[config.mk]
export PLATFORM = sky130hd
export DESIGN_NAME = pio_top
export DESIGN_NICKNAME = d
export VERILOG_FILES = /design/src/hw/pio_port_regs.v /design/src/hw/pio_pin_cell.v /design/src/hw/pio_top.v
export VERILOG_INCLUDE_DIRS = /design/src /design/src/hw
export SDC_FILE = /design/constraint.sdc
export NUM_CORES = 1
export LEC_CHECK = 0
export ABC_AREA = 1
export BUFFER_PORTS_ARGS = -buffer_cell sky130_fd_sc_hd__clkbuf_2
export CAP_MARGIN = 20
export CORE_AREA = 2 2 518 520
export DETAILED_ROUTE_END_ITERATION = 7
export DIE_AREA = 0 0 520 522
export PLACE_DENSITY = 0.3
export SLEW_MARGIN = 5
export SYNTH_ARGS = -nofsm -noshare
export SYNTH_HDL_FRONTEND = slang
export SYNTH_SLANG_ARGS = --single-unit
[constraint.sdc]
create_clock -name aclk -period 2 [get_ports aclk]
set_clock_uncertainty 0.05 [all_clocks]
set_input_delay 0.1 -clock aclk [delete_from_list [all_inputs] [get_ports aclk]]
set_output_delay 0.1 -clock aclk [all_outputs]
set_load 0.03 [all_outputs]
[src/hw/pio_map.vh]
// register map, field masks and reset values of the port pin control block
// Contract
// - every configuration register except pin input accepts writes at any time
// - an enabled pull-up stays off while the pin drives push-pull output
// - unimplemented bit positions of any port register read as zero
// - the input register returns the pin level, except on analog-shared pins with digital input enable clear
// - with direction set to input, data register reads return the input register value (pin level, gated on analog-shared pins)
// - an enabled peripheral function overrides the general-purpose direction setting
// - several peripherals enabled on one pin: highest fixed-rank module wins
// - forced-output peripheral functions drive the pin and force pull devices off
// - the SPI function sets pin direction; pulls off only while it drives
// - enabled DAC buffer output: analog output, digital driver off, pulls off
// - analog-shared pins pass digital input only with digital input enable set
// - per-port implemented bit ranges, wired-or on S and J, reduced drive P odd
// - port L implements only bit 0 of input, polarity, irq and input-enable
`ifndef PIO_MAP_VH
`define PIO_MAP_VH

// ****************************************************************
// address layout: byte address = port * stride + register * 4
// ****************************************************************
`define PIO_PORT_STRIDE   12'h040
`define PIO_NUM_PORTS     8
`define PIO_NUM_REGS      4'ha
`define PIO_REG_DATA      4'h0
`define PIO_REG_INPUT     4'h1
`define PIO_REG_DIR       4'h2
`define PIO_REG_PULL_EN   4'h3
`define PIO_REG_POLARITY  4'h4
`define PIO_REG_IRQ_EN    4'h5
`define PIO_REG_IRQ_FLAG  4'h6
`define PIO_REG_DIG_IN_EN 4'h7
`define PIO_REG_RED_DRV   4'h8
`define PIO_REG_WIRED_OR  4'h9

// ****************************************************************
// implemented bits, 8 per port, port 0 lowest: e adh adl t s p j l
// ****************************************************************
`define PIO_MASK_DATA     64'h0003ff0fffff0303
`define PIO_MASK_INPUT    64'h0103ff0fffff0303
`define PIO_MASK_DIR      64'h0003ff0fffff0303
`define PIO_MASK_PULL_EN  64'h0003ff0fffff0303
`define PIO_MASK_POLARITY 64'h0103ff0fffff0303
`define PIO_MASK_IRQ      64'h0100ff0f00ff0300
`define PIO_MASK_DIG_IN   64'h0100000000ff0300
`define PIO_MASK_RED_DRV  64'h0000aa0000000000
`define PIO_MASK_WIRED_OR 64'h0003000f00000000

// ****************************************************************
// reset values and bus answers
// ****************************************************************
`define PIO_RST_BYTE      8'h00
`define PIO_RESP_OKAY     2'b00
`define PIO_RESP_SLVERR   2'b10

`endif

[src/hw/pio_port_regs.v]
// register bank of one port with implemented-bit masks and edge flags
`timescale 1ns/10ps
module pio_port_regs #(
   parameter [7:0] M_DATA  = 8'hff,
   parameter [7:0] M_INPUT = 8'hff,
   parameter [7:0] M_DIR   = 8'hff,
   parameter [7:0] M_PULL  = 8'hff,
   parameter [7:0] M_POL   = 8'hff,
   parameter [7:0] M_IRQ   = 8'hff,
   parameter [7:0] M_DIE   = 8'hff,
   parameter [7:0] M_RED   = 8'hff,
   parameter [7:0] M_WIRED = 8'hff
) (
   input  wire       aclk,
   input  wire       aresetn,
   input  wire       wr_en,
   input  wire [3:0] wr_sel,
   input  wire [7:0] wr_data,
   input  wire [3:0] rd_sel,
   input  wire [7:0] pin_level,
   output reg  [7:0] rd_data,
   output wire [7:0] dig_in,
   output wire [7:0] data_q,
   output wire [7:0] dir_q,
   output wire [7:0] pull_en_q,
   output wire [7:0] pol_q,
   output wire [7:0] red_drv_q,
   output wire [7:0] wired_or_q
);
`include "pio_map.vh"

   reg [7:0] data_r_q, dir_r_q, pull_r_q, pol_r_q, ie_q, flag_q, die_q, red_q, wired_q;
   reg [7:0] prev_q;
   wire [7:0] rise;
   wire [7:0] fall;
   wire [7:0] edge_hit;
   wire [7:0] flag_d;

   // digital path gated where the pin shares an analog function
   assign dig_in = pin_level & M_INPUT & (~M_DIE | die_q);
   assign rise = dig_in & ~prev_q;
   assign fall = ~dig_in & prev_q;
   // polarity one selects rising edge
   assign edge_hit = ((rise & pol_r_q) | (fall & ~pol_r_q)) & M_IRQ;
   // write one clears, but a fresh edge in the same cycle wins
   assign flag_d = (flag_q & ~((wr_en && wr_sel == `PIO_REG_IRQ_FLAG) ? wr_data : 8'h00)) | edge_hit;

   // masked storage; unimplemented bits can never become one
   always @(posedge aclk) begin
      if (!aresetn) begin
         data_r_q <= `PIO_RST_BYTE;
         dir_r_q  <= `PIO_RST_BYTE;
         pull_r_q <= `PIO_RST_BYTE;
         pol_r_q  <= `PIO_RST_BYTE;
         ie_q     <= `PIO_RST_BYTE;
         flag_q   <= `PIO_RST_BYTE;
         die_q    <= `PIO_RST_BYTE;
         red_q    <= `PIO_RST_BYTE;
         wired_q  <= `PIO_RST_BYTE;
         prev_q   <= `PIO_RST_BYTE;
      end else begin
         prev_q <= dig_in;
         flag_q <= flag_d & M_IRQ;
         if (wr_en) begin
            case (wr_sel)
               `PIO_REG_DATA:      data_r_q <= wr_data & M_DATA;
               `PIO_REG_DIR:       dir_r_q  <= wr_data & M_DIR;
               `PIO_REG_PULL_EN:   pull_r_q <= wr_data & M_PULL;
               `PIO_REG_POLARITY:  pol_r_q  <= wr_data & M_POL;
               `PIO_REG_IRQ_EN:    ie_q     <= wr_data & M_IRQ;
               `PIO_REG_DIG_IN_EN: die_q    <= wr_data & M_DIE;
               `PIO_REG_RED_DRV:   red_q    <= wr_data & M_RED;
               `PIO_REG_WIRED_OR:  wired_q  <= wr_data & M_WIRED;
               default:            ; // input register holds; flags clear through flag_d
            endcase
         end
      end
   end

   // read mux; input bits in data register follow the gated digital input (dig_in) when direction is input
   always @* begin
      case (rd_sel)
         `PIO_REG_DATA:      rd_data = ((data_r_q & dir_r_q) | (dig_in & ~dir_r_q)) & M_DATA;
         `PIO_REG_INPUT:     rd_data = dig_in;
         `PIO_REG_DIR:       rd_data = dir_r_q;
         `PIO_REG_PULL_EN:   rd_data = pull_r_q;
         `PIO_REG_POLARITY:  rd_data = pol_r_q;
         `PIO_REG_IRQ_EN:    rd_data = ie_q;
         `PIO_REG_IRQ_FLAG:  rd_data = flag_q;
         `PIO_REG_DIG_IN_EN: rd_data = die_q;
         `PIO_REG_RED_DRV:   rd_data = red_q;
         `PIO_REG_WIRED_OR:  rd_data = wired_q;
         default:            rd_data = 8'h00;
      endcase
   end

   assign data_q     = data_r_q;
   assign dir_q      = dir_r_q;
   assign pull_en_q  = pull_r_q;
   assign pol_q      = pol_r_q;
   assign red_drv_q  = red_q;
   assign wired_or_q = wired_q;

endmodule // pio_port_regs

[src/hw/pio_pin_cell.v]
// per-pin override of direction and pull devices by shared functions
`timescale 1ns/10ps
module pio_pin_cell #(
   parameter IMPL = 1
) (
   input  wire gp_data,
   input  wire gp_dir,
   input  wire gp_pull_en,
   input  wire gp_pol,
   input  wire gp_wired_or,
   input  wire gp_red_drv,
   input  wire osc_en,
   input  wire dac_en,
   input  wire i2c_en,
   input  wire i2c_data,
   input  wire spi_en,
   input  wire spi_drive,
   input  wire spi_data,
   input  wire fout_en,
   input  wire fout_data,
   input  wire fin_en,
   input  wire fin_pd_off,
   output reg  pin_out,
   output reg  pin_oe,
   output reg  pull_up,
   output reg  pull_down,
   output reg  analog_out,
   output wire red_drv
);

   reg gp_pu;
   reg gp_pd;

   // fixed rank: oscillator, dac, i2c, spi, forced output, forced input, gpio
   always @* begin
      gp_pu      = gp_pull_en & ~gp_pol;
      gp_pd      = gp_pull_en & gp_pol;
      pin_out    = 1'b0;
      pin_oe     = 1'b0;
      pull_up    = 1'b0;
      pull_down  = 1'b0;
      analog_out = 1'b0;
      if (IMPL == 0) begin
         pin_oe = 1'b0;
      end else if (osc_en) begin
         pin_oe = 1'b0;
      end else if (dac_en) begin
         analog_out = 1'b1;
      end else if (i2c_en) begin
         pin_oe  = ~i2c_data;
         pull_up = gp_pu;
      end else if (spi_en) begin
         pin_oe    = spi_drive;
         pin_out   = spi_data;
         pull_up   = gp_pu & ~spi_drive;
         pull_down = gp_pd & ~spi_drive;
      end else if (fout_en) begin
         pin_oe  = 1'b1;
         pin_out = fout_data;
      end else if (fin_en) begin
         pull_up   = gp_pu;
         pull_down = gp_pd & ~fin_pd_off;
      end else if (gp_wired_or) begin
         // open-drain keeps its pull-up as the high level source
         pin_oe    = gp_dir & ~gp_data;
         pull_up   = gp_pu;
         pull_down = gp_pd & ~gp_dir;
      end else begin
         pin_oe    = gp_dir;
         pin_out   = gp_data;
         pull_up   = gp_pu & ~gp_dir;
         pull_down = gp_pd & ~gp_dir;
      end
   end

   assign red_drv = (IMPL != 0) & gp_red_drv;

endmodule // pio_pin_cell

[src/hw/pio_top.v]
// port pin control with axi4-lite register access
//
// The register offsets and the AXI4-Lite register port were left to the implementer.
`timescale 1ns/10ps
module pio_top (
   input  wire        aclk,
   input  wire        aresetn,
   input  wire [11:0] s_axi_awaddr,
   input  wire [2:0]  s_axi_awprot,
   input  wire        s_axi_awvalid,
   output wire        s_axi_awready,
   input  wire [31:0] s_axi_wdata,
   input  wire [3:0]  s_axi_wstrb,
   input  wire        s_axi_wvalid,
   output wire        s_axi_wready,
   output wire [1:0]  s_axi_bresp,
   output wire        s_axi_bvalid,
   input  wire        s_axi_bready,
   input  wire [11:0] s_axi_araddr,
   input  wire [2:0]  s_axi_arprot,
   input  wire        s_axi_arvalid,
   output wire        s_axi_arready,
   output wire [31:0] s_axi_rdata,
   output wire [1:0]  s_axi_rresp,
   output wire        s_axi_rvalid,
   input  wire        s_axi_rready,
   input  wire [63:0] pin_in,
   output wire [63:0] pin_out,
   output wire [63:0] pin_oe,
   output wire [63:0] pin_pull_up,
   output wire [63:0] pin_pull_down,
   output wire [63:0] pin_analog_out,
   output wire [63:0] pin_reduced_drive,
   output wire [63:0] periph_in,
   input  wire [63:0] osc_en,
   input  wire [63:0] dac_en,
   input  wire [63:0] i2c_en,
   input  wire [63:0] i2c_data,
   input  wire [63:0] spi_en,
   input  wire [63:0] spi_drive,
   input  wire [63:0] spi_data,
   input  wire [63:0] fout_en,
   input  wire [63:0] fout_data,
   input  wire [63:0] fin_en,
   input  wire [63:0] fin_pd_off
);
`include "pio_map.vh"

   // ****************************************************************
   // write channel
   // ****************************************************************
   reg         aw_held_q;
   reg  [11:0] aw_addr_q;
   reg         w_held_q;
   reg  [7:0]  w_byte_q;
   reg         w_strb_q;
   reg         bvalid_q;
   reg  [1:0]  bresp_q;
   wire        aw_take;
   wire        w_take;
   wire        do_write;
   wire [2:0]  wr_port;
   wire [3:0]  wr_reg;
   wire        wr_ok;

   assign s_axi_awready = ~aw_held_q & ~bvalid_q;
   assign s_axi_wready  = ~w_held_q & ~bvalid_q;
   assign aw_take       = s_axi_awvalid & s_axi_awready;
   assign w_take        = s_axi_wvalid & s_axi_wready;
   // write happens once both halves are held, in whichever order they came
   assign do_write      = aw_held_q & w_held_q & ~bvalid_q;
   assign wr_port       = aw_addr_q[8:6];
   assign wr_reg        = aw_addr_q[5:2];
   // the input register is read-only; writing it is answered okay and ignored
   assign wr_ok         = (aw_addr_q[11:9] == 3'b000) && (wr_reg < `PIO_NUM_REGS);

   always @(posedge aclk) begin
      if (!aresetn) begin
         aw_held_q <= 1'b0;
         aw_addr_q <= 12'h000;
         w_held_q  <= 1'b0;
         w_byte_q  <= 8'h00;
         w_strb_q  <= 1'b0;
         bvalid_q  <= 1'b0;
         bresp_q   <= `PIO_RESP_OKAY;
      end else begin
         if (aw_take) begin
            aw_held_q <= 1'b1;
            aw_addr_q <= s_axi_awaddr;
         end
         if (w_take) begin
            w_held_q <= 1'b1;
            w_byte_q <= s_axi_wdata[7:0];
            w_strb_q <= s_axi_wstrb[0];
         end
         if (do_write) begin
            aw_held_q <= 1'b0;
            w_held_q  <= 1'b0;
            bvalid_q  <= 1'b1;
            bresp_q   <= wr_ok ? `PIO_RESP_OKAY : `PIO_RESP_SLVERR;
         end else if (bvalid_q && s_axi_bready) begin
            bvalid_q <= 1'b0;
         end
      end
   end

   assign s_axi_bvalid = bvalid_q;
   assign s_axi_bresp  = bresp_q;

   // ****************************************************************
   // read channel
   // ****************************************************************
   reg         rvalid_q;
   reg  [7:0]  rdata_q;
   reg  [1:0]  rresp_q;
   wire        ar_take;
   wire [2:0]  rd_port;
   wire [3:0]  rd_reg;
   wire        rd_ok;
   wire [63:0] port_rd;

   assign s_axi_arready = ~rvalid_q;
   assign ar_take       = s_axi_arvalid & s_axi_arready;
   assign rd_port       = s_axi_araddr[8:6];
   assign rd_reg        = s_axi_araddr[5:2];
   assign rd_ok         = (s_axi_araddr[11:9] == 3'b000) && (rd_reg < `PIO_NUM_REGS);

   // one-cycle read; data captured so rdata stays stable until taken
   always @(posedge aclk) begin
      if (!aresetn) begin
         rvalid_q <= 1'b0;
         rdata_q  <= 8'h00;
         rresp_q  <= `PIO_RESP_OKAY;
      end else if (ar_take) begin
         rvalid_q <= 1'b1;
         rdata_q  <= rd_ok ? port_rd[{rd_port, 3'b000} +: 8] : 8'h00;
         rresp_q  <= rd_ok ? `PIO_RESP_OKAY : `PIO_RESP_SLVERR;
      end else if (rvalid_q && s_axi_rready) begin
         rvalid_q <= 1'b0;
      end
   end

   assign s_axi_rvalid = rvalid_q;
   assign s_axi_rdata  = {24'h000000, rdata_q};
   assign s_axi_rresp  = rresp_q;

   // ****************************************************************
   // port register banks and pin cells
   // ****************************************************************
   wire [63:0] gp_data;
   wire [63:0] gp_dir;
   wire [63:0] gp_pull;
   wire [63:0] gp_pol;
   wire [63:0] gp_red;
   wire [63:0] gp_wired;

   // a pin exists wherever its input bit is implemented
   localparam [63:0] IMPL_MASK = `PIO_MASK_INPUT;

   genvar p;
   genvar b;
   generate
      for (p = 0; p < `PIO_NUM_PORTS; p = p + 1) begin : g_port
         localparam [63:0] MD = `PIO_MASK_DATA;
         localparam [63:0] MI = `PIO_MASK_INPUT;
         localparam [63:0] MR = `PIO_MASK_DIR;
         localparam [63:0] MP = `PIO_MASK_PULL_EN;
         localparam [63:0] MS = `PIO_MASK_POLARITY;
         localparam [63:0] MQ = `PIO_MASK_IRQ;
         localparam [63:0] ME = `PIO_MASK_DIG_IN;
         localparam [63:0] MV = `PIO_MASK_RED_DRV;
         localparam [63:0] MW = `PIO_MASK_WIRED_OR;
         // per-port implemented ranges come straight from the masks
         pio_port_regs #(
            .M_DATA  (MD[8*p +: 8]),
            .M_INPUT (MI[8*p +: 8]),
            .M_DIR   (MR[8*p +: 8]),
            .M_PULL  (MP[8*p +: 8]),
            .M_POL   (MS[8*p +: 8]),
            .M_IRQ   (MQ[8*p +: 8]),
            .M_DIE   (ME[8*p +: 8]),
            .M_RED   (MV[8*p +: 8]),
            .M_WIRED (MW[8*p +: 8])
         ) u_regs (
            .aclk       (aclk),
            .aresetn    (aresetn),
            .wr_en      (do_write & wr_ok & w_strb_q & (wr_port == p)),
            .wr_sel     (wr_reg),
            .wr_data    (w_byte_q),
            .rd_sel     (rd_reg),
            .pin_level  (pin_in[8*p +: 8]),
            .rd_data    (port_rd[8*p +: 8]),
            .dig_in     (periph_in[8*p +: 8]),
            .data_q     (gp_data[8*p +: 8]),
            .dir_q      (gp_dir[8*p +: 8]),
            .pull_en_q  (gp_pull[8*p +: 8]),
            .pol_q      (gp_pol[8*p +: 8]),
            .red_drv_q  (gp_red[8*p +: 8]),
            .wired_or_q (gp_wired[8*p +: 8])
         );
      end

      // one override cell per pin slot; empty slots stay released
      for (b = 0; b < 64; b = b + 1) begin : g_pin
         pio_pin_cell #(
            .IMPL (IMPL_MASK[b] ? 1 : 0)
         ) u_cell (
            .gp_data     (gp_data[b]),
            .gp_dir      (gp_dir[b]),
            .gp_pull_en  (gp_pull[b]),
            .gp_pol      (gp_pol[b]),
            .gp_wired_or (gp_wired[b]),
            .gp_red_drv  (gp_red[b]),
            .osc_en      (osc_en[b]),
            .dac_en      (dac_en[b]),
            .i2c_en      (i2c_en[b]),
            .i2c_data    (i2c_data[b]),
            .spi_en      (spi_en[b]),
            .spi_drive   (spi_drive[b]),
            .spi_data    (spi_data[b]),
            .fout_en     (fout_en[b]),
            .fout_data   (fout_data[b]),
            .fin_en      (fin_en[b]),
            .fin_pd_off  (fin_pd_off[b]),
            .pin_out     (pin_out[b]),
            .pin_oe      (pin_oe[b]),
            .pull_up     (pin_pull_up[b]),
            .pull_down   (pin_pull_down[b]),
            .analog_out  (pin_analog_out[b]),
            .red_drv     (pin_reduced_drive[b])
         );
      end
   endgenerate

endmodule // pio_top

# Word level (Yosys, flattened, before mapping)
# Index checks and enable logic that the tools add are counted.
# W data, S select, Z words.
dict set report totals {
  ff_bits 264
  out_inout_bits 489
  elab_cells 1607
}
dict set report classes {
  n_lt_le_gt_ge 2
  eq_ne 24
  n_shift 1
  n_mux 934
  bitwise_logic 529
  n_reduce_logical 57
}
# operator n
set op_table {}
lappend op_table {{$mux W1} 919}
lappend op_table {{$and A1 B1 Y1} 266}
lappend op_table {{$pmux W8 S8} 3}
lappend op_table {{$not A1 Y1} 186}
lappend op_table {{$and A8 B8 Y8} 17}
lappend op_table {{$not A8 Y8} 11}
lappend op_table {{$pmux W8 S5} 2}
lappend op_table {{$reduce_and A2 Y1} 40}
lappend op_table {{$shiftx A64 B7 Y8} 1}
lappend op_table {{$or A8 B8 Y8} 7}
lappend op_table {{$eq A4 B3 Y1 const B} 8}
lappend op_table {{$pmux W4 S8} 1}
lappend op_table {{$and A4 B4 Y4} 7}
lappend op_table {{$mux W8} 3}
lappend op_table {{$and A2 B2 Y2} 11}
lappend op_table {{$not A4 Y4} 5}
lappend op_table {{$eq A4 B2 Y1 const B} 4}
lappend op_table {{$eq A4 B4 Y1 const B} 4}
lappend op_table {{$not A2 Y2} 7}
lappend op_table {{$eq A3 B3 Y1 const B} 4}
lappend op_table {{$or A4 B4 Y4} 3}
lappend op_table {{$pmux W2 S6} 1}
lappend op_table {{$or A2 B2 Y2} 5}
lappend op_table {{$pmux W2 S5} 1}
lappend op_table {{other kinds (14)} 31}

# Logic depth before layout (Yosys ltp)
# Gate-level depths: netlist of run 1.
dict set report depth {
  ltp_word 10
  mapped_depth 16
}

# By module
# From an unflattened synthesis of run 1, not the netlist that was laid out.
dict set report hier_totals {
  cells_unflattened 4045
  area_unflattened_um2 24379.6
}
# module n_inst cells_per_inst area_each_um2
set modules_own_cells {}
lappend modules_own_cells {{pio_pin_cell (g_pin[0].u_cell ...)} 35 33 172.7}
lappend modules_own_cells {{pio_port_regs (g_port[2].u_regs)} 1 523 3385.7}
lappend modules_own_cells {{pio_port_regs (g_port[5].u_regs)} 1 489 3185.6}
lappend modules_own_cells {pio_top 1 356 2168.3}
lappend modules_own_cells {{pio_port_regs (g_port[3].u_regs)} 1 344 2050.7}
lappend modules_own_cells {{pio_port_regs (g_port[4].u_regs)} 1 302 1954.4}
lappend modules_own_cells {{pio_pin_cell (g_pin[10].u_cell ...)} 29 7 48.8}
lappend modules_own_cells {{pio_port_regs (g_port[1].u_regs)} 1 210 1317.5}
lappend modules_own_cells {{pio_port_regs (g_port[6].u_regs)} 1 179 1074.8}
lappend modules_own_cells {{pio_port_regs (g_port[0].u_regs)} 1 162 980.9}
lappend modules_own_cells {{pio_port_regs (g_port[7].u_regs)} 1 122 803.3}

# Worst setup path before layout of run 1
# No wires, ideal clock.
dict set report synth_path {
  kind {reg2reg}
  from {register bvalid_q, in the netlist s_axi_bvalid}
  to {register g_port[2].u_regs.die_q[4]}
  setup_time_ps 70
  t_arrival_ps 1716
  t_required_ps 1880
  setup_slack_ps 164
  stages_incl_launch_ff 10
  n_path_buf 2
  synth_period_minus_slack_ps 1836
  path_cell_list {dfxtp_1 nor3_2 nand2_1 nor2_2 buf_6 nand3_4 nor2_4 buf_4 o21ai_1 a21oi_1}
}
dict set report synth_between {
  elab_chain_len 6
}
# item line_no
set synth_lines {}
lappend synth_lines {{start, declared} pio_top.v:57} ;# reg bvalid_q;
lappend synth_lines {{start signal, assigned} pio_top.v:84} ;# bvalid_q <= 1'b0;
lappend synth_lines {{start signal, assigned} pio_top.v:99} ;# bvalid_q <= 1'b1;
lappend synth_lines {{start signal, assigned} pio_top.v:102} ;# bvalid_q <= 1'b0;
lappend synth_lines {{$not A1 Y1} pio_top.v:71} ;# assign do_write = aw_held_q & w_held_q & ~bvalid_q;
lappend synth_lines {{$and A1 B1 Y1} pio_top.v:71}
lappend synth_lines {{$and A1 B1 Y1 (3 in a row)} pio_top.v:187} ;# .wr_en (do_write & wr_ok & w_strb_q & (wr_port == p)),
lappend synth_lines {{$reduce_and A2 Y1 (no source line)} n/a}
lappend synth_lines {{end signal, assigned} pio_port_regs.v:57} ;# die_q <= `PIO_RST_BYTE;
lappend synth_lines {{end signal, assigned} pio_port_regs.v:71} ;# `PIO_REG_DIG_IN_EN: die_q <= wr_data & M_DIE;
lappend synth_lines {{end, declared} pio_port_regs.v:32} ;# reg [7:0] data_r_q, dir_r_q, pull_r_q, pol_r_q, ie_q, flag_q, die_q, red_q, wired_q;
# No other way between the ends.
# A chain may end at the register's enable or synchronous reset.

# Worst setup path after layout of run 1
dict set report layout_path {
  from {register w_held_q}
  to {register g_port[3].u_regs.pull_r_q[0]}
}
dict set report layout_between {
  elab_chain_len 6
}
# item line_no
set layout_lines {}
lappend layout_lines {{start, declared} pio_top.v:54} ;# reg w_held_q;
lappend layout_lines {{start signal, assigned} pio_top.v:81} ;# w_held_q <= 1'b0;
lappend layout_lines {{start signal, assigned} pio_top.v:92} ;# w_held_q <= 1'b1;
lappend layout_lines {{start signal, assigned} pio_top.v:98} ;# w_held_q <= 1'b0;
lappend layout_lines {{$and A1 B1 Y1 (2 in a row)} pio_top.v:71}
lappend layout_lines {{$and A1 B1 Y1 (3 in a row)} pio_top.v:187}
lappend layout_lines {{$reduce_and A2 Y1 (no source line)} n/a}
lappend layout_lines {{end signal, assigned} pio_port_regs.v:53} ;# pull_r_q <= `PIO_RST_BYTE;
lappend layout_lines {{end signal, assigned} pio_port_regs.v:68} ;# `PIO_REG_PULL_EN: pull_r_q <= wr_data & M_PULL;
lappend layout_lines {{end, declared} pio_port_regs.v:32}
# No other way between the ends.

==> key figures, run 1 <==
Global route
  • Vias in the first global route: 21.0k
  • Global-route usage over all layers: 0.100
  • Wire length of the first global-routing pass: 185,000 µm
  • Remaining Overflow, GRT: 0
  • Largest net degree at the start of global routing: 100
  • Initial antenna violation count: 86

Pwr
  • Worst vdd ir: 439 µV
  • Internal: 0.0104 W
  • P per Cell Area: 518 nW/µm²
  • NetSw: 0.00555 W
  • Comb pwr share: 0.238
  • P_leak: 13.1 nW
  • Sequential power share: 0.331
  • Switching share of power: 0.349
  • Clock share of power: 0.431

Status
  • Violations in the final reports: DRC, setup timing
  • Status: finished with violations

Floorplanning
  • Number of top-level design ports: 1,330
  • Die height: 522 µm
  • Die area: 271,000 µm²
  • Die Width: 520 µm
  • Row count: 190
  • Core area: 266,000 µm²
  • Starting density of the core: 0.0717

Setup path
  • Worst setup path endpoint: g_port[3].u_regs.pull_en_q[0]
  • Critical path type: register to register
  • Worst EP required: 2.46 ns
  • R2R Path Start: w_held_q
  • Crit end category: register
  • Reg2Reg Depth: 12
  • CP Launch Type: register
  • Worst Path Arrival: 2.54 ns
  • R2r setup slk: -0.08 ns
  • Reg2reg end: g_port[3].u_regs.pull_en_q[0]
  • Worst-path cell chain: inv_2 -> nor3_4 -> nand2_2 -> nor2_4 -> buf_6 -> buf_16 -> nand3_4 -> buf_12 -> nor2_4 -> buf_12 -> o21ai_1 -> a21oi_1
  • CP Max Fanout: 8
  • Crit path launch: w_held_q
  • Worst path max stage delay: 0.33 ns
  • Slowest CP cell: dfxtp_2

Final layout
  • FILL cells: 31.2k
  • Fraction of layout cells with a size suffix above 1: 0.372
  • Leading cell types in the layout, fill and taps excluded: 621 x clkbuf_2, 426 x nand2_1, 355 x inv_1, 305 x nor2_1, 262 x conb_1
  • Most common cell after layout, fill and taps aside: clkbuf_2
  • Nets: 4,596
  • Area grow syn2layout: 61.1%
  • Final std cells w/o fill: 7,342

Yosys
  • Yosys warns: 0
  • Synth Area in Compound Gates: 0.210
  • Sequential fraction of the synthesis area: 0.273
  • Synth Area in XOR/XNOR: 0
  • Simple-gate share of the synthesized area: 0.237
  • Synth cell types: 39
  • Area of the mapped netlist: 19,100 µm²
  • Synthesized flop and latch total: 260
  • Adder-cell area share of the yosys netlist: 0
  • Synth Instances: 2,986
  • Mean Syn Cell Area: 6.40 µm²
  • Multiplexer area fraction after synthesis: 0
  • Largest family of logic cells by synthesized area: buffers and inverters

Timing
  • Final hold slack: 0.0440 ns
  • Final Max Tran Viols: 0
  • Tmin final: 2.08 ns
  • Maximum clock rate: 481 MHz
  • Max-Slew Margin vs Limit: 0.465
  • Worst Tran Pin Value: 0.803 ns
  • Unrepaired setup endpoints after global routing: true
  • Setup_tns: -1.15 ns
  • Final hold violations: 0
  • Setup WS post-layout: -0.0778 ns
  • Fin crit share: 1.04
  • Final Setup Violations: 39

Routing
  • Residual DRC: 283
  • Via/cell ratio: 2.99
  • Initial DRC Count: 1,105
  • Vias post-DR: 22.0k
  • Final WL: 144,000 µm
  • Post-DRT Antenna Nets: 0
  • First drt pass iteration count: 8
  • WL/cell: 19.6 µm

Clock network
  • Total clock buffers created by CTS: 38
  • Clk Latency, worst-skew pair: 0.57 ns
  • Longest Clk Path Bufs: 3
  • H-tree levels: 2
  • Clk root buf: clkbuf_16
  • Register clock-pin slew on the reported worst setup and hold paths: 0.06 ns
  • CTS Sinks: 260
  • CTS tree: done

Min path
  • Min-delay worst type: input pin to register
  • Hold Path Cell Cnt: 4

Place
  • Cells after DPL: 7,139
  • GPL Wtd Cong: 0.809
  • Detail Placement HPWL: 122,000 µm
  • IO buf count: 680

Job
  • MaxCap Viol Count: 0
[state kept, by name, indices dropped and copies added (netlist names)]
| register | flops |
|---|---|
| g_port.u_regs.pol_q | 35 |
| g_port.u_regs.data_q | 34 |
| g_port.u_regs.dir_q | 34 |
| g_port.u_regs.pull_en_q | 34 |
| g_port.u_regs.flag_q | 23 |
| g_port.u_regs.ie_q | 23 |
| g_port.u_regs.prev_q | 23 |
| g_port.u_regs.die_q | 11 |
| aw_addr_q | 10 |
| rdata_q | 8 |
| w_byte_q | 8 |
| g_port.u_regs.wired_or_q | 6 |
| g_port.u_regs.red_drv_q | 4 |
| aw_held_q | 1 |
| s_axi_bresp | 1 |
| s_axi_bvalid | 1 |
| s_axi_rresp | 1 |
| s_axi_rvalid | 1 |
| w_held_q | 1 |
| w_strb_q | 1 |
[worst min-delay path by stage]
stage	from	slack, ns	endpoint
after floorplan	pin_in[32]	0.14	g_port[4].u_regs.prev_q[0]
after global placement	s_axi_bready	0.33	s_axi_bvalid
after detailed placement	s_axi_bready	0.32	s_axi_bvalid
after CTS	s_axi_wvalid	0.005	w_byte_q[6]
after global routing	s_axi_wvalid	0.05	w_byte_q[6]
final	s_axi_wvalid	0.04	w_byte_q[5]
[stage by stage]
stage / utilization / power [W] / instance area, µm² / worst slack [ns]
after floorplan: - / 0.00776 / 20100 / 0.164
after global placement: 0.0981 / 0.00886 / 26100 / -0.264
after detailed placement: 0.0981 / 0.00885 / 26100 / -0.295
after CTS: 0.111 / 0.0162 / 29600 / -0.273
after global routing: 0.115 / 0.0167 / 30800 / -0.187
final: 0.115 / 0.0159 / 30800 / -0.0778
[power by group through the flow]
stage	combinational, W	clock (W)	sequential, W
after CTS	0.00374	0.00719	0.00529
final	0.00378	0.00687	0.00528
after floorplan	0.00235	0	0.00541
after global placement	0.00345	0	0.00541
after detailed placement	0.00344	0	0.00541
after global routing	0.00409	0.00737	0.00528
[per-layer routing]
metal	routed length (µm)	global-route usage
met3	8130	0.0215
met5	226	0
met2	73300	0.187
met4	2710	0.0122
met1	59400	0.120
[critical path: cells and delay by family (launching register included)]
family,cells,cell delay [ns]
compound gates,2,0.19
buf+inv,5,0.66
flops,1,0.33
simple gates,5,0.78
[cell usage after synthesis, drive strengths merged]
library cell,n,area share
buf,494,0.19
nand2,436,0.086
inv,381,0.075
nor2,362,0.077
o21ai,299,0.078
a21oi,271,0.071
dfxtp,260,0.27
nand3,168,0.046
clkbuf,58,0.011
o211ai,53,0.021
nor3,45,0.012
a211oi,44,0.017
a31oi,30,0.0098
nor4,26,0.0085
nand4,12,0.0039
clkinv,7,0.0014
o2111ai,7,0.0032
and3,6,0.0020
a311oi,5,0.0023
a2111oi,4,0.0018
o22ai,4,0.0013
o311ai,4,0.0018
or2,3,0.00098
a22oi,2,0.00079
a21boi,1,0.00039
conb,1,0.00020
nand3b,1,0.00039
o21a,1,0.00039
o21bai,1,0.00039
[repair_timing]
action,in CTS,in global routing
setup buffers,44,31
endpoints found under the hold margin,80,0
pin swaps,85,88
resized for setup,407,337
cloned,6,4
endpoints found under the setup margin,282,275
hold buffers,62,0
[final cells by class]
type	instances	area [µm²]	area share
Antenna cell	8	20.0	0.000651
Clock buffer	54	1120	0.0365
Clock inverter	13	119	0.00386
Inverter	388	1480	0.0481
Multi-Input combinational cell	2047	11100	0.361
Sequential cell	260	5320	0.173
Tap cell	3552	4440	0.144
Timing Repair Buffer	1020	7140	0.232
[logic make-up (layout without fill, tap and decap cells)]
group                  Yosys count  after routing
and+or+nand+nor               1059           1059
AOI/OAI and AO/OA              726            726
other                            1            270
buffers and inverters          940           1475
DFF                            260            260
No activity file was read; power rests on OpenSTA's default activity.
==> run 2: changes to the inputs <==
- SKIP_CTS_REPAIR_TIMING: default -> 1
==> run 2 against run 1 <==
Effect of this change: the run ends with DRC, hold timing, setup timing left; worst setup slack worse by 0.095 ns; first-iteration DRC count grew 2.7%; combinational power is 2% lower; total power decreased by 0.36%; non-clock buffer count is 16 lower.
==> key figures, run 2 (synthesis gave the netlist of run 1 again) <==
Timing
  • Max-Slew Margin vs Limit: 0.480
  • Final hold slack: -0.0785 ns
  • Setup WS post-layout: -0.173 ns
  • Maximum clock rate: 460 MHz
  • Fin crit share: 1.09
  • Setup_tns: -2.48 ns
  • Unrepaired setup endpoints after global routing: true
  • Final hold violations: 14
  • Final Max Tran Viols: 0
  • Final Setup Violations: 48
  • Worst Tran Pin Value: 0.780 ns
  • Tmin final: 2.17 ns

Routing
  • Vias post-DR: 22.0k
  • Final WL: 144,000 µm
  • WL/cell: 19.7 µm
  • Via/cell ratio: 3.00
  • Residual DRC: 190
  • Initial DRC Count: 1,135
  • First drt pass iteration count: 8
  • Post-DRT Antenna Nets: 0

Global route
  • Wire length of the first global-routing pass: 180,000 µm
  • Remaining Overflow, GRT: 0
  • Initial antenna violation count: 87
  • Largest net degree at the start of global routing: 100
  • Global-route usage over all layers: 0.0983
  • Vias in the first global route: 20.2k

Job
  • MaxCap Viol Count: 0

Clock network
  • Total clock buffers created by CTS: 38
  • CTS tree: done
  • Clk root buf: clkbuf_16
  • Clk Latency, worst-skew pair: 0.57 ns
  • CTS Sinks: 260
  • H-tree levels: 2
  • Longest Clk Path Bufs: 3
  • Register clock-pin slew on the reported worst setup and hold paths: 0.05 ns

Final layout
  • FILL cells: 31.3k
  • Area grow syn2layout: 59.8%
  • Leading cell types in the layout, fill and taps excluded: 622 x clkbuf_2, 427 x nand2_1, 359 x inv_1, 314 x nor2_1, 262 x conb_1
  • Most common cell after layout, fill and taps aside: clkbuf_2
  • Fraction of layout cells with a size suffix above 1: 0.371
  • Nets: 4,580
  • Max reg flops: 35

Setup path
  • R2R Path Start: aw_addr_q[11]
  • Critical path type: register to output port
  • R2r setup slk: -0.10 ns
  • Worst EP required: 1.85 ns
  • CP Launch Type: register
  • Worst Path Arrival: 2.02 ns
  • CP Max Fanout: 4
  • Reg2reg end: g_port[2].u_regs.pol_q[3]
  • Crit end category: output port
  • Reg2Reg Depth: 13

Floorplanning
  • Die area: 271,000 µm²
  • Core area: 266,000 µm²
  • Die height: 522 µm
  • Die Width: 520 µm
  • Row count: 190
  • Number of top-level design ports: 1,330
  • Starting density of the core: 0.0717

Min path
  • Min-delay worst type: input pin to register
  • HP Start: s_axi_arvalid
  • Hold Path Cell Cnt: 5
  • Hold EP: s_axi_rresp[1]

Pwr
  • P per Cell Area: 520 nW/µm²
  • P_leak: 13.0 nW
  • Worst vdd ir: 441 µV
  • Power Total: 0.0159 W

Place
  • IO buf count: 680
  • GPL Wtd Cong: 0.809
  • Detail Placement HPWL: 122,000 µm

Status
  • Violations in the final reports: DRC, hold timing, setup timing
  • Status: finished with violations
## run 2: cell count changes in the layout (fill, tap and decap cells not counted), moves of 10 or more
cell / previous run / this run
dlygate4sd3_1: 62 / 47
o21ai_2: 69 / 84
a21oi_2: 66 / 77
a21oi_1: 203 / 193
buf_6: 28 / 38
o21ai_1: 84 / 74
## run 2: report_power, final
group          internal, W  switching [W]
Combinational      0.00105        0.00267
Clock              0.00405        0.00283
Sequential         0.00523      0.0000468
## run 2: worst max-delay path, stage by stage, from the launching register on
cell and delay (ns):
dfxtp_2 0.35, inv_2 0.06, nor2_4 0.09, inv_2 0.06, o21ai_2 0.12, o21bai_2 0.13
a21oi_2 0.08, a2111oi_2 0.36, buf_4 0.23
## run 2: how the worst max path moves through the flow
stage	from	end	slack [ns]	cells after the start
after global routing	g_port[4].u_regs.dir_q[3]	pin_oe[35]	-0.32	8
after global placement	s_axi_araddr[3]	rdata_q[3]	-0.26	12
after detailed placement	aw_addr_q[4]	g_port[4].u_regs.wired_or_q[0]	-0.29	13
after floorplan	s_axi_bvalid	g_port[2].u_regs.die_q[4]	0.16	9
after CTS	g_port[4].u_regs.dir_q[3]	pin_oe[35]	-0.58	8
final	g_port[4].u_regs.dir_q[3]	pin_oe[35]	-0.17	8
## run 2: layout make-up
class	instances	area, µm²	share of cell area
Tap cell	3552	4440	0.146
Antenna cell	11	27.5	0.000902
Clock buffer	54	1120	0.0368
Multi-Input combinational cell	2047	11000	0.360
Clock inverter	13	119	0.00389
Sequential cell	260	5320	0.174
Inverter	388	1470	0.0482
Timing Repair Buffer	1004	7020	0.230
## run 2: per-layer routing
| layer | up-vias | routed length, µm | track usage |
|---|---|---|---|
| li1 | 10600 | - | - |
| met1 | 10200 | 60100 | 0.117 |
| met2 | 907 | 73300 | 0.182 |
| met3 | 195 | 7910 | 0.0214 |
| met4 | 36 | 2630 | 0.0143 |
| met5 | - | 222 | 0 |
## run 2: metrics by stage
step | cells | setup WS, ns | utilization | instance area (µm²)
after floorplan | 3247 | 0.164 | - | 20100
after global placement | 7139 | -0.264 | 0.0981 | 26100
after detailed placement | 7139 | -0.295 | 0.0981 | 26100
after CTS | 7206 | -0.579 | 0.103 | 27400
after global routing | 7323 | -0.319 | 0.114 | 30500
final | 7329 | -0.173 | 0.115 | 30500
